--- src/ctl_pkg.sv ---
// Package with the register layout, timing and carrier types of the control block.
package ctl_pkg;
	localparam int          ADDR_W              = 4;
	localparam logic [3:0]  CTRL_OFFSET         = 4'h0;
	localparam logic [3:0]  DEACT_OFFSET        = 4'h4;
	localparam logic [3:0]  EOI_OFFSET          = 4'h8;
	localparam int          EN_BIT              = 0;
	localparam int          FIQ_BYP_BIT         = 5;
	localparam int          IRQ_BYP_BIT         = 6;
	localparam int          EOI_MODE_BIT        = 9;
	localparam logic [31:0] CTRL_RESET          = 32'h0000_0000;
	localparam logic [31:0] CTRL_WRITE_MASK     = 32'h0000_0261;
	localparam int          ENABLE_DELAY_NS     = 20;
	localparam int          CLK_PERIOD_NS       = 10;
	localparam int          ENABLE_DELAY_CYC    = (ENABLE_DELAY_NS + CLK_PERIOD_NS - 1) / CLK_PERIOD_NS;
	localparam logic [1:0]  ENABLE_DELAY_CNT    = 2'(ENABLE_DELAY_CYC);

	// Decoded control fields of the non-secure control copy.
	typedef struct packed {
		logic eoi_split_mode_nonsecure;
		logic irq_bypass_block_g1;
		logic fiq_bypass_block_g1;
		logic g1_signal_enable;
	} ctrl_fields_t;

	// Completion requests sent toward the active-interrupt tracker.
	typedef struct packed {
		logic        prio_drop;
		logic        deactivate;
		logic [31:0] intid;
	} eoi_req_t;
endpackage

--- src/enable_delay.sv ---
// Delay line that applies a new signaling enable a fixed count of cycles later.
`timescale 1ns/10ps
`default_nettype none
module enable_delay (
	input  wire logic sys_clk,
	input  wire logic rst_n,
	input  wire logic en_in,
	output logic      en_out
);
	import ctl_pkg::*;

	logic [1:0] cnt_q;
	logic [1:0] cnt_d;
	logic       en_out_q;
	logic       differ;

	// A mismatch starts the countdown; the new value is adopted when it ends.
	assign differ = en_in != en_out_q;
	assign cnt_d  = !differ ? ENABLE_DELAY_CNT : (cnt_q == 2'h1 ? ENABLE_DELAY_CNT : cnt_q - 2'h1);
	assign en_out = en_out_q;

	// Counter and applied enable.
	always_ff @(posedge sys_clk) begin
		if (!rst_n) begin
			cnt_q    <= ENABLE_DELAY_CNT;
			en_out_q <= 1'b0;
		end else begin
			cnt_q <= cnt_d;
			if (differ && cnt_q == 2'h1) begin
				en_out_q <= en_in;
			end
		end
	end

	// A fresh enable value is never applied on the edge right after it changes.
	enable_hold_a: assert property (@(posedge sys_clk) disable iff (!rst_n)
		$changed(en_in) |=> $stable(en_out))
		else $error("enable applied without delay");
endmodule
`default_nettype wire

--- src/cpu_iface_nonsecure_ctrl.sv ---
// Non-secure copy of the processor interface control register and its signaling gates.
//
// The strobed register port and the register addresses were decided locally.
`timescale 1ns/10ps
`default_nettype none
module cpu_iface_nonsecure_ctrl (
	input  wire logic                 sys_clk,
	input  wire logic                 rst_n,
	input  wire logic [ctl_pkg::ADDR_W-1:0] reg_addr,
	input  wire logic [31:0]          reg_wdata,
	input  wire logic                 reg_wr,
	input  wire logic                 reg_rd,
	output logic      [31:0]          reg_rdata,
	input  wire logic                 g1_pending,
	input  wire logic                 g1_is_fiq,
	input  wire logic                 g0_irq_in,
	input  wire logic                 g0_fiq_in,
	input  wire logic                 bypass_irq,
	input  wire logic                 bypass_fiq,
	output logic                      irq_out,
	output logic                      fiq_out,
	output logic                      g1_signal_enable,
	output ctl_pkg::ctrl_fields_t     ctrl_fields,
	output ctl_pkg::eoi_req_t         eoi_req,
	output logic                      eoi_valid,
	output logic                      dir_unpredictable
);
	import ctl_pkg::*;

	logic [31:0] ctrl_q;
	logic [31:0] ctrl_d;
	logic [31:0] rdata_q;
	logic [31:0] rdata_d;
	logic        irq_q;
	logic        fiq_q;
	logic        irq_d;
	logic        fiq_d;
	eoi_req_t    eoi_q;
	eoi_req_t    eoi_d;
	logic        eoi_valid_q;
	logic        eoi_valid_d;
	logic        dir_bad_q;
	logic        dir_bad_d;
	logic        en_applied;
	logic        sel_ctrl;
	logic        sel_eoi;
	logic        sel_deact;
	logic        g1_irq_req;
	logic        g1_fiq_req;
	logic        irq_sig_on;
	logic        fiq_sig_on;
	logic        wr_eoi;
	logic        wr_deact;

	// Address decode of the three registers.
	assign sel_ctrl  = reg_addr == CTRL_OFFSET;
	assign sel_eoi   = reg_addr == EOI_OFFSET;
	assign sel_deact = reg_addr == DEACT_OFFSET;

	// Only the defined fields are stored; reserved bits stay zero.
	assign ctrl_d = (reg_wr && sel_ctrl) ? (reg_wdata & CTRL_WRITE_MASK) : ctrl_q;

	// Read data: control register; other addresses read as zero.
	assign rdata_d = (reg_rd && sel_ctrl) ? ctrl_q : 32'h0000_0000;

	// Field view of the stored register, driven as one whole so the struct has a single driver.
	assign ctrl_fields = '{
		eoi_split_mode_nonsecure: ctrl_q[EOI_MODE_BIT],
		irq_bypass_block_g1:      ctrl_q[IRQ_BYP_BIT],
		fiq_bypass_block_g1:      ctrl_q[FIQ_BYP_BIT],
		g1_signal_enable:         ctrl_q[EN_BIT]
	};

	// Group 1 requests pass only with the applied enable set.
	assign g1_irq_req = en_applied && g1_pending && !g1_is_fiq;
	assign g1_fiq_req = en_applied && g1_pending && g1_is_fiq;
	assign irq_sig_on = en_applied;
	assign fiq_sig_on = en_applied;

	// Group 0 lines pass untouched; bypass used only while signaling is off.
	assign irq_d = g0_irq_in || g1_irq_req ||
		(!irq_sig_on && !ctrl_q[IRQ_BYP_BIT] && bypass_irq);
	assign fiq_d = g0_fiq_in || g1_fiq_req ||
		(!fiq_sig_on && !ctrl_q[FIQ_BYP_BIT] && bypass_fiq);

	// End of interrupt drops priority and deactivates unless split mode is on.
	assign wr_eoi             = reg_wr && sel_eoi;
	assign wr_deact           = reg_wr && sel_deact;
	assign eoi_valid_d        = wr_eoi || (wr_deact && ctrl_q[EOI_MODE_BIT]);
	assign eoi_d              = '{
		prio_drop:  wr_eoi,
		deactivate: (wr_eoi && !ctrl_q[EOI_MODE_BIT]) || (wr_deact && ctrl_q[EOI_MODE_BIT]),
		intid:      reg_wdata
	};
	assign dir_bad_d          = wr_deact && !ctrl_q[EOI_MODE_BIT];

	// Enable takes effect after a fixed delay.
	enable_delay u_en_delay (
		.sys_clk (sys_clk),
		.rst_n   (rst_n),
		.en_in   (ctrl_q[EN_BIT]),
		.en_out  (en_applied)
	);

	assign reg_rdata         = rdata_q;
	assign irq_out           = irq_q;
	assign fiq_out           = fiq_q;
	assign g1_signal_enable  = en_applied;
	assign eoi_req           = eoi_q;
	assign eoi_valid         = eoi_valid_q;
	assign dir_unpredictable = dir_bad_q;

	// Register state and output flops.
	always_ff @(posedge sys_clk) begin
		if (!rst_n) begin
			ctrl_q      <= CTRL_RESET;
			rdata_q     <= 32'h0000_0000;
			irq_q       <= 1'b0;
			fiq_q       <= 1'b0;
			eoi_q       <= '0;
			eoi_valid_q <= 1'b0;
			dir_bad_q   <= 1'b0;
		end else begin
			ctrl_q      <= ctrl_d;
			rdata_q     <= rdata_d;
			irq_q       <= irq_d;
			fiq_q       <= fiq_d;
			eoi_q       <= eoi_d;
			eoi_valid_q <= eoi_valid_d;
			dir_bad_q   <= dir_bad_d;
		end
	end

	// Bypass IRQ is blocked when the block bit is set and signaling is off.
	irq_bypass_block_a: assert property (@(posedge sys_clk) disable iff (!rst_n)
		(!en_applied && ctrl_q[IRQ_BYP_BIT] && !g0_irq_in) |=> !irq_out)
		else $error("bypass IRQ leaked while blocked");

	// Bypass FIQ passes when the block bit is clear and signaling is off.
	fiq_bypass_pass_a: assert property (@(posedge sys_clk) disable iff (!rst_n)
		(!en_applied && !ctrl_q[FIQ_BYP_BIT] && bypass_fiq) |=> fiq_out)
		else $error("bypass FIQ not passed");

	// A written enable shows on the applied enable after the delay.
	enable_follow_a: assert property (@(posedge sys_clk) disable iff (!rst_n)
		(reg_wr && sel_ctrl && reg_wdata[EN_BIT] && !ctrl_q[EN_BIT])
		|=> !en_applied ##[1:3] en_applied)
		else $error("enable change not applied in time");

	// With the enable off, group 1 pending alone never raises IRQ.
	g1_ignore_a: assert property (@(posedge sys_clk) disable iff (!rst_n)
		(!en_applied && !g0_irq_in && (ctrl_q[IRQ_BYP_BIT] || !bypass_irq)) |=> !irq_out)
		else $error("group 1 IRQ signaled while disabled");

	// With the enable on, a pending group 1 IRQ is signaled.
	g1_process_a: assert property (@(posedge sys_clk) disable iff (!rst_n)
		(en_applied && g1_pending && !g1_is_fiq) |=> irq_out)
		else $error("group 1 IRQ not signaled");

	// Group 0 FIQ passes whatever this register holds.
	g0_untouched_a: assert property (@(posedge sys_clk) disable iff (!rst_n)
		g0_fiq_in |=> fiq_out)
		else $error("group 0 FIQ affected");

	// Reserved bits always read zero.
	reserved_zero_a: assert property (@(posedge sys_clk) disable iff (!rst_n)
		$past(reg_rd) |-> reg_rdata[31:10] == 22'h0 && reg_rdata[4:1] == 4'h0 &&
		reg_rdata[8:7] == 2'h0)
		else $error("reserved bits read nonzero");

	// Split mode keeps deactivation off the end of interrupt write.
	eoi_split_a: assert property (@(posedge sys_clk) disable iff (!rst_n)
		(reg_wr && sel_eoi && ctrl_q[EOI_MODE_BIT]) |=> eoi_valid && !eoi_req.deactivate)
		else $error("split mode end of interrupt deactivated");

	// Enable bit reads back as written.
	enable_store_a: assert property (@(posedge sys_clk) disable iff (!rst_n)
		(reg_wr && sel_ctrl) |=> ctrl_fields.g1_signal_enable == $past(reg_wdata[EN_BIT]))
		else $error("enable bit not stored");

	// Bypass IRQ passes when the block bit is clear and signaling is off.
	irq_bypass_pass_a: assert property (@(posedge sys_clk) disable iff (!rst_n)
		(!en_applied && !ctrl_q[IRQ_BYP_BIT] && bypass_irq) |=> irq_out)
		else $error("bypass IRQ not passed");

	// Bypass FIQ is blocked when the block bit is set and signaling is off.
	fiq_bypass_block_a: assert property (@(posedge sys_clk) disable iff (!rst_n)
		(!en_applied && ctrl_q[FIQ_BYP_BIT] && !g0_fiq_in) |=> !fiq_out)
		else $error("bypass FIQ leaked while blocked");

	// With signaling on, the bypass IRQ line is never passed through.
	bypass_ignored_a: assert property (@(posedge sys_clk) disable iff (!rst_n)
		(en_applied && !g0_irq_in && !(g1_pending && !g1_is_fiq)) |=> !irq_out)
		else $error("bypass IRQ passed while signaling is on");

	// With the enable on, a pending group 1 FIQ is signaled.
	g1_fiq_process_a: assert property (@(posedge sys_clk) disable iff (!rst_n)
		(en_applied && g1_pending && g1_is_fiq) |=> fiq_out)
		else $error("group 1 FIQ not signaled");

	// Group 0 IRQ passes whatever this register holds.
	g0_irq_pass_a: assert property (@(posedge sys_clk) disable iff (!rst_n)
		g0_irq_in |=> irq_out)
		else $error("group 0 IRQ affected");

	// Without split mode the end of interrupt write both drops priority and deactivates.
	eoi_joint_a: assert property (@(posedge sys_clk) disable iff (!rst_n)
		(wr_eoi && !ctrl_q[EOI_MODE_BIT])
		|=> eoi_valid && eoi_req.prio_drop && eoi_req.deactivate)
		else $error("joint end of interrupt incomplete");

	// Without split mode a deactivate write raises no request, only the warning pulse.
	dir_flag_a: assert property (@(posedge sys_clk) disable iff (!rst_n)
		(wr_deact && !ctrl_q[EOI_MODE_BIT]) |=> dir_unpredictable && !eoi_valid)
		else $error("deactivate write without split mode not flagged");

	// Bits outside the defined fields are never stored.
	reserved_store_a: assert property (@(posedge sys_clk) disable iff (!rst_n)
		(ctrl_q & ~CTRL_WRITE_MASK) == 32'h0000_0000)
		else $error("reserved control bits stored");
endmodule
`default_nettype wire

--- config.mk ---
export PLATFORM = sky130hd
export DESIGN_NAME = cpu_iface_nonsecure_ctrl
export DESIGN_NICKNAME = d
export VERILOG_FILES = /design/src/ctl_pkg.sv /design/src/enable_delay.sv /design/src/cpu_iface_nonsecure_ctrl.sv
export SDC_FILE = /design/constraint.sdc
export NUM_CORES = 1
export LEC_CHECK = 0
export BUFFER_PORTS_ARGS = -buffer_cell sky130_fd_sc_hd__clkbuf_2
export CAP_MARGIN = 20
export CELL_PAD_IN_SITES_DETAIL_PLACEMENT = 1
export CELL_PAD_IN_SITES_GLOBAL_PLACEMENT = 1
export CORE_MARGIN = 2
export CORE_UTILIZATION = 25
export DETAILED_ROUTE_END_ITERATION = 10
export PLACE_DENSITY = 0.82
export REMOVE_ABC_BUFFERS = 1
export SKIP_LAST_GASP = 1
export SLEW_MARGIN = 30
export SYNTH_ARGS = -nofsm -noshare
export SYNTH_HDL_FRONTEND = slang
export SYNTH_SLANG_ARGS = --single-unit
--- constraint.sdc ---
create_clock -name sys_clk -period 1.5 [get_ports sys_clk]
set_input_delay 0.15 -clock sys_clk [delete_from_list [all_inputs] [get_ports sys_clk]]
set_output_delay 0.15 -clock sys_clk [all_outputs]
set_load 0.03 [all_outputs]
==> metrics.md, run 1 <==
| Metric | Value |
|---|---|
| Grt total ovfl | `0` |
| # diodes | `0` |
| Max Clock Skew | `0.00480 ns` |
| Final Max Slew Viols | `0` |
| Routed wire length on met2 | `2.07 mm` |
| Initial antenna violation count | `0` |
| Setup TNS | `0 ns` |
| Pre-Repair DR Iteration Count | `3` |
| Yosys cell types | `21` |
| Rows | `29` |
| DP HPWL | `3.14 mm` |
| Share of cells above drive strength 1 | `roughly two fifths` |
| Gr usage total | `between 10% and 20%` |
| Fraction of registers with async set/reset | `0%` |
| IO Port Bufs | `92` |
| Initial Util | `26.1%` |
| Crit Path Class | `reg -> reg` |
| Fillcell total | `765` |
| Total number of yosys warnings | `0` |
| Pwr Density | `1220 mW/mm2` |
| DR iter-0 viols | `27` |
| Pin count of the biggest net entering global routing | `30` |
| Clk Latency, worst-skew pair | `around 0.29 ns` |
| First-pass GRT wire length | `6.24 mm` |
| Met3 WL | `298 um` |
| CTS root buf | `clkbuf_8` |
| Setup Buffers After CTS | `0` |
| Maximum fanout along the worst path | `1` |
| FF+latch count, synth | `just under 50` |
| Reg clk slew, reported paths | `roughly 0.090 ns` |
| RePlAce Congestion | `0.661` |
| Post-Syn Area | `0.00168 mm2` |
| Seq/Total Area, Yosys | `58.5%` |
| Uppermost layer routed | `met4` |
| Crit path capture type | `flop` |
| Area growth syn-to-layout | `32.7%` |
| Post-synth EDFFs | `0` |
| Final hold vios | `0` |
| Metal-1 WL | `1.41 mm` |
| Area of the multi-input gates | `about 540 um2` |
| Combinational share of power | `13.9%` |
| Die Ht | `~86 um` |
| Leak | `1.18 nW` |
| Post-CTS Hold Buffers | `0` |
| Seq pwr share | `50.5%` |
| Antenna viol nets, final | `0` |
| Core area | `0.00642 mm2` |
| Worst IR Drop VDD | `0.417 mV` |
| Psw | `a little over 700 uW` |
| Most frequent cell after synthesis | `dfxtp_1` |
| Max Root-Sink Buffers | `2` |
| Crit path DAT | `between 1 and 1.5 ns` |
| Clock share of power | `35.7%` |
| Post-synth top cells | `49 x dfxtp_1, 32 x and2_1, 29 x buf_4, 8 x nand2_1` |
| Status | `finished, final reports clean` |
| Post-route minimum period | `around 1.3 ns` |
| CP startpoint kind | `flop` |
| DRC errors left | `0` |
| Number of max-cap violations | `0` |
| Switching share of power | `26.0%` |
| Critical Path RT | `1.67 ns` |
| Unrepaired setup endpoints after global routing | `false` |
| Period Utilization, post-route | `83.9%` |
| Wire per inst | `around 12 um` |
| Vias per inst | `3.88` |
| Top cells by area, synth | `dfxtp_1 58%, buf_4 13%, and2_1 12%` |
| Register area | `981 um2` |
| Post-Synthesis Cells | `157` |
| Hold crit path type | `in -> reg` |
| Clock sink total | `49` |
| Final setup vio count | `0` |
| Nets | `about 300` |
| Largest area contributor in the synthesized netlist | `dfxtp_1` |
| Number of global-route vias before repair | `around 1,300` |
| WL final | `3.87 mm` |
| Yosys top cell area share | `slightly below 60%` |
| Num CTS Buffers | `5` |
| Gates resized, CTS repair | `0` |
| Most used DFF post-synth | `dfxtp_1` |
| CTS tree | `done` |
| Die Area | `0.00738 mm2` |
| Syn avg cell area | `~11 um2` |
| Total number of vias | `around 1,300` |
| I/O Pins | `121` |
| Power Internal | `2.00 mW` |
| Final Util | `a little over a third` |
| Die X | `85.9 um` |
| Max Fclk | `794 MHz` |
| Number of H-tree levels | `2` |
-- worst max-delay path, cell delays in order (launching register included) --
cell and delay, ns:
dfxtp_1 0.32, inv_1 0.04, ha_1 0.26, or4b_1 0.52
-- cell type report --
type / instances / area share [%]
timing repair buffer: 93 / 21.0
multi-input combinational: 96 / 24.4
sequential: 49 / 44.0
clock inverter: 1 / 1.35
tap: 77 / 4.33
clock buffer: 7 / 3.88
inverter: 6 / 1.01
-- per-stage QoR --
| step | total power [mW] | setup slack, ns | instances | hold WS, ns | area [um2] |
|---|---|---|---|---|---|
| after floorplan | 1.64 | 0.204 | 151 | 0.229 | 1550 |
| after global placement | 1.77 | 0.306 | 321 | 0.355 | 2110 |
| after detailed placement | 1.78 | 0.238 | 321 | 0.361 | 2110 |
| after CTS | 2.76 | 0.225 | 329 | 0.0416 | 2230 |
| after global routing | 2.85 | 0.205 | 329 | 0.0447 | 2230 |
| final | 2.71 | 0.241 | 329 | 0.0527 | 2230 |
-- power groups by stage --
stage	combinational (mW)	sequential, mW	clock [mW]
after floorplan	0.137	1.50	0
after global routing	0.404	1.37	1.07
final	0.375	1.37	0.966
after CTS	0.380	1.37	1.01
after global placement	0.373	1.40	0
after detailed placement	0.379	1.40	0
-- cells in the final DEF, fill, tap and decap left out, drive strengths merged, types with 2 or more instances in the layout --
master and n:
clkbuf 99, dfxtp 49, and2 32, conb 28, nand2 8, inv 6, nor2 6, mux2i 5
o21a 3, nor4b 2, nand3 2, a32o 2
-- cell families after synthesis --
family	share of synthesized area, %
and+or+nand+nor	19.0
DFF	58.5
buffers and inverters	15.2
AOI/OAI and AO/OA	2.83
muxes	2.98
adders and majority gates	0.746
other	0.223
xor gates and xnor gates	0.522
-- path summary, 6_finish.rpt --
kind                                    end  cells past startpoint  slack, ns                           start
max          u_en_delay.cnt_q[1]$_SDFF_PP1_                      3       0.24  u_en_delay.cnt_q[1]$_SDFF_PP1_
min                  eoi_req[19]$_SDFF_PN0_                      2       0.05                   reg_wdata[19]
min reg2reg  u_en_delay.cnt_q[0]$_SDFF_PP0_                      1       0.44  u_en_delay.cnt_q[0]$_SDFF_PP0_
max reg2reg  u_en_delay.cnt_q[1]$_SDFF_PP1_                      3       0.24  u_en_delay.cnt_q[1]$_SDFF_PP1_
-- flip-flops by register name, summed over array words and instances (netlist names) --
| register | flops |
|---|---|
| reg_rdata | 4 |
| irq_out | 1 |
| u_en_delay.en_out | 1 |
| eoi_req | 34 |
| u_en_delay.cnt_q | 2 |
| dir_unpredictable | 1 |
| eoi_valid | 1 |
| ctrl_q | 4 |
| fiq_out | 1 |
-- metal layers --
metal	GRT usage (%)	up-vias
met3	3.08	8
met5	0	-
met1	10.9	582
li1	-	621
met4	5.48	0
met2	20.3	64
No activity file was read; power rests on OpenSTA's default activity.
==> inputs of run 2 (changes only) <==
--- a/config.mk
+++ b/config.mk
@@ -5,6 +5,7 @@
 export SDC_FILE = /design/constraint.sdc
 export NUM_CORES = 1
 export LEC_CHECK = 0
+export ABC_AREA = 1
 export BUFFER_PORTS_ARGS = -buffer_cell sky130_fd_sc_hd__clkbuf_2
 export CAP_MARGIN = 20
 export CELL_PAD_IN_SITES_DETAIL_PLACEMENT = 1
@@ -12,7 +13,7 @@
 export CORE_MARGIN = 2
 export CORE_UTILIZATION = 25
 export DETAILED_ROUTE_END_ITERATION = 10
-export PLACE_DENSITY = 0.82
+export PLACE_DENSITY = 0.83
 export REMOVE_ABC_BUFFERS = 1
 export SKIP_LAST_GASP = 1
 export SLEW_MARGIN = 30
==> constraint.sdc (replaced) <==
create_clock -name sys_clk -period 1.3 [get_ports sys_clk]
set_input_delay 0.13 -clock sys_clk [delete_from_list [all_inputs] [get_ports sys_clk]]
set_output_delay 0.13 -clock sys_clk [all_outputs]
set_load 0.03 [all_outputs]
==> run 2 against run 1 <==
Clock power shrank 1%. Worst hold slack lost 0.037 ns. Design area is 8.9% higher. Largest cell class unchanged.
==> metrics.md, run 2 <==
| Metric | Value |
|---|---|
| Status | `finished, final reports clean` |
| Most used DFF post-synth | `dfxtp_1` |
| Setup TNS | `0 ns (unchanged)` |
| Pre-CTS setup slack | `0.269 ns (+0.0309 ns)` |
| Crit Path Class | `reg -> out` |
| First-pass GRT wire length | `7.03 mm (+13%)` |
| CP Depth | `1 (-2)` |
| Total number of yosys warnings | `0 (unchanged)` |
| Max Root-Sink Buffers | `2 (unchanged)` |
| Vias per inst | `3.69 (-4.8%)` |
| Clk Latency, worst-skew pair | `0.29 ns (about the same)` |
| Worst IR Drop VDD | `0.379 mV (-9.1%)` |
| Max reg flops | `34 (unchanged)` |
| Post-route cell area | `0.00242 mm2 (+8.9%)` |
| Number of max-cap violations | `0 (unchanged)` |
| Die Ht | `89.8 um (+4.5%)` |
| Critical Path RT | `1.17 ns (-0.50 ns)` |
| Post-Synthesis Cells | `225 (+43%)` |
| Met3 WL | `316 um (+6.0%)` |
| Post-synth EDFFs | `0 (unchanged)` |
| CP max-delay cell | `dfxtp_1` |
| Post-synth top cells | `50 x inv_1, 49 x dfxtp_1, 49 x nand2_1, 31 x buf_4, 10 x nor2_1` |
| WHS | `0.0157 ns (-0.0369 ns)` |
| Final setup vio count | `0 (unchanged)` |
| Hold Crit Depth | `3 (+1)` |
| Leak | `1.52 nW (+28%)` |
| WL final | `4.06 mm (+5.1%)` |
| Num CTS Buffers | `5 (unchanged)` |
| Commonest non-fill, non-tap cells in the layout | `92 x clkbuf_2, 50 x inv_1, 49 x nand2_1, 49 x dfxtp_1, 28 x conb_1` |
| I/O Pins | `121 (unchanged)` |
| Final Util | `33.8% (-0.89 points)` |
| Seq/Total Area, Yosys | `53.3% (-5.2 points)` |
| IO Port Bufs | `92 (unchanged)` |
| Hold crit path type | `in -> reg` |
| Wire per inst | `9.63 um (-18%)` |
| Final hold vios | `0 (unchanged)` |
| RePlAce Congestion | `0.765 (+16%)` |
| Top cells by area, synth | `dfxtp_1 53%, buf_4 13%, inv_1 10%` |
| Pre-Repair DR Iteration Count | `4 (+1)` |
| Worst path max stage delay | `0.46 ns (-0.06 ns)` |
| Pin count of the biggest net entering global routing | `28 (-6.7%)` |
| Uppermost layer routed | `met4` |
| Initial antenna violation count | `0 (unchanged)` |
| Period Utilization, post-route | `87.1%` |
| Max Fclk | `a little under 900 MHz` |
| CTS root buf | `clkbuf_8` |
| Commonest non-fill, non-tap cell in the layout | `clkbuf_2` |
| Pwr Density | `1250 mW/mm2 (+2.4%)` |
| Clock sink total | `49 (unchanged)` |
| Yosys top cell area share | `53.3% (-5.2 points)` |
| Most frequent cell after synthesis | `inv_1` |
| Max Clock Skew | `0.00651 ns (+0.00170 ns)` |
| Area of the multi-input gates | `507 um2 (-6.7%)` |
| Routed wire length on met2 | `2.12 mm (+2.7%)` |
| Crit path DAT | `1.00 ns (-0.43 ns)` |
| Die Area | `0.00806 mm2 (+9.2%)` |
| Syn avg cell area | `8.18 um2 (-23%)` |
| Yosys cell types | `20 (-4.8%)` |
| CTS tree | `done` |
| DR iter-0 viols | `22 (-19%)` |
| Largest area contributor in the synthesized netlist | `dfxtp_1` |
| Worst path bufs/invs | `1 (unchanged)` |
| Metal-1 WL | `1.56 mm (+11%)` |
| Worst R2R Path Depth | `4 (+1)` |
| Grt total ovfl | `0 (unchanged)` |
| Tot Pwr | `3.02 mW (+12%)` |
| Register area | `981 um2 (unchanged)` |
| Final cell count without fillers | `422 (+28%)` |
| Placed Cells | `411 (+28%)` |
| Die X | `89.8 um (+4.5%)` |
| Reg clk slew, reported paths | `0.08 ns (about the same)` |
| Core area | `0.00718 mm2 (+12%)` |
| Fraction of registers with async set/reset | `0% (unchanged)` |
| Worst path cell trace | `clkbuf_2` |
| DP HPWL | `3.39 mm (+8.1%)` |
| Gr usage total | `10.5% (-0.41 points)` |
| FF+latch count, synth | `49 (unchanged)` |
| Number of H-tree levels | `2 (unchanged)` |
| Number of global-route vias before repair | `1,588 (+20%)` |
| CP startpoint kind | `flop` |
| # diodes | `0 (unchanged)` |
| Antenna viol nets, final | `0 (unchanged)` |
| Unrepaired setup endpoints after global routing | `false` |
| DRC errors left | `0 (unchanged)` |
| Rows | `31 (+6.9%)` |
| Total number of vias | `1,557 (+22%)` |
| Initial Util | `25.6% (-0.48 points)` |
| Area growth syn-to-layout | `31.7%` |
| Post-route minimum period | `1.13 ns` |
| Final setup margin | `0.168 ns (-0.0732 ns)` |
| Post-Syn Area | `0.00184 mm2 (+9.7%)` |
| Placed Area | `0.00229 mm2 (+8.7%)` |
| Share of cells above drive strength 1 | `34.7% (-5.0 points)` |
| Fillcell total | `920 (+20%)` |
| Largest delay share family, worst path | `flip-flops` |
| Nets | `369 (+24%)` |
| Final Max Slew Viols | `0 (unchanged)` |
| Maximum fanout along the worst path | `6 (+5)` |
| Crit path capture type | `output port` |
| Gates resized, CTS repair | `0 (unchanged)` |
-- run 2: cell families (layout without fill, tap and decap cells) --
logic type	after synthesis	in the layout	share of synthesized area (%)
compound gates	5	5	1.84
simple gates	80	80	19.3
buf+inv	89	160	24.7
other cells	1	28	0.204
fa+ha+maj	1	1	0.680
flops	49	49	53.3
-- run 2: tightest hold or removal path, delay by kind of cell --
kind                   cells  cell delay [ns]
buffers and inverters      2             0.11
and+or+nand+nor            1             0.04
-- run 2: per-layer routing --
metal	GRT usage, %	vias up
met5	0	-
met4	3.85	0
met3	3.44	6
met2	19.3	67
met1	11.1	701
li1	-	783
-- run 2: timing repair --
item                      in CTS  in global routing
hold buffers                   3                  0
hold endpoints to repair       3                  0
buffers inserted               0                  0
-- run 2: report_power, final --
part	internal [mW]	switching, mW	leakage [nW]
sequential	1.56	0.0173	0.405
clock	0.481	0.471	0.0542
combinational	0.131	0.357	1.06
-- run 2: area by class of cell --
type | instances | area share, %
flip-flops and latches | 49 | 40.5
clock inverters | 1 | 0.206
inverters | 55 | 8.51
clock buffers | 7 | 3.97
repair buffers | 97 | 20.8
well taps | 99 | 5.11
multi-input cells | 114 | 20.9
-- run 2: final timing paths --
check	from	slack (ns)	end
worst min register to register	u_en_delay.cnt_q[0]$_SDFF_PP0_	0.42	u_en_delay.cnt_q[0]$_SDFF_PP0_
worst min-delay path	reg_wdata[29]	0.02	eoi_req[29]$_SDFF_PN0_
worst max-delay path	u_en_delay.en_out$_SDFFE_PN0P_	0.17	g1_signal_enable
worst max register to register	u_en_delay.en_out$_SDFFE_PN0P_	0.27	u_en_delay.cnt_q[1]$_SDFF_PP1_
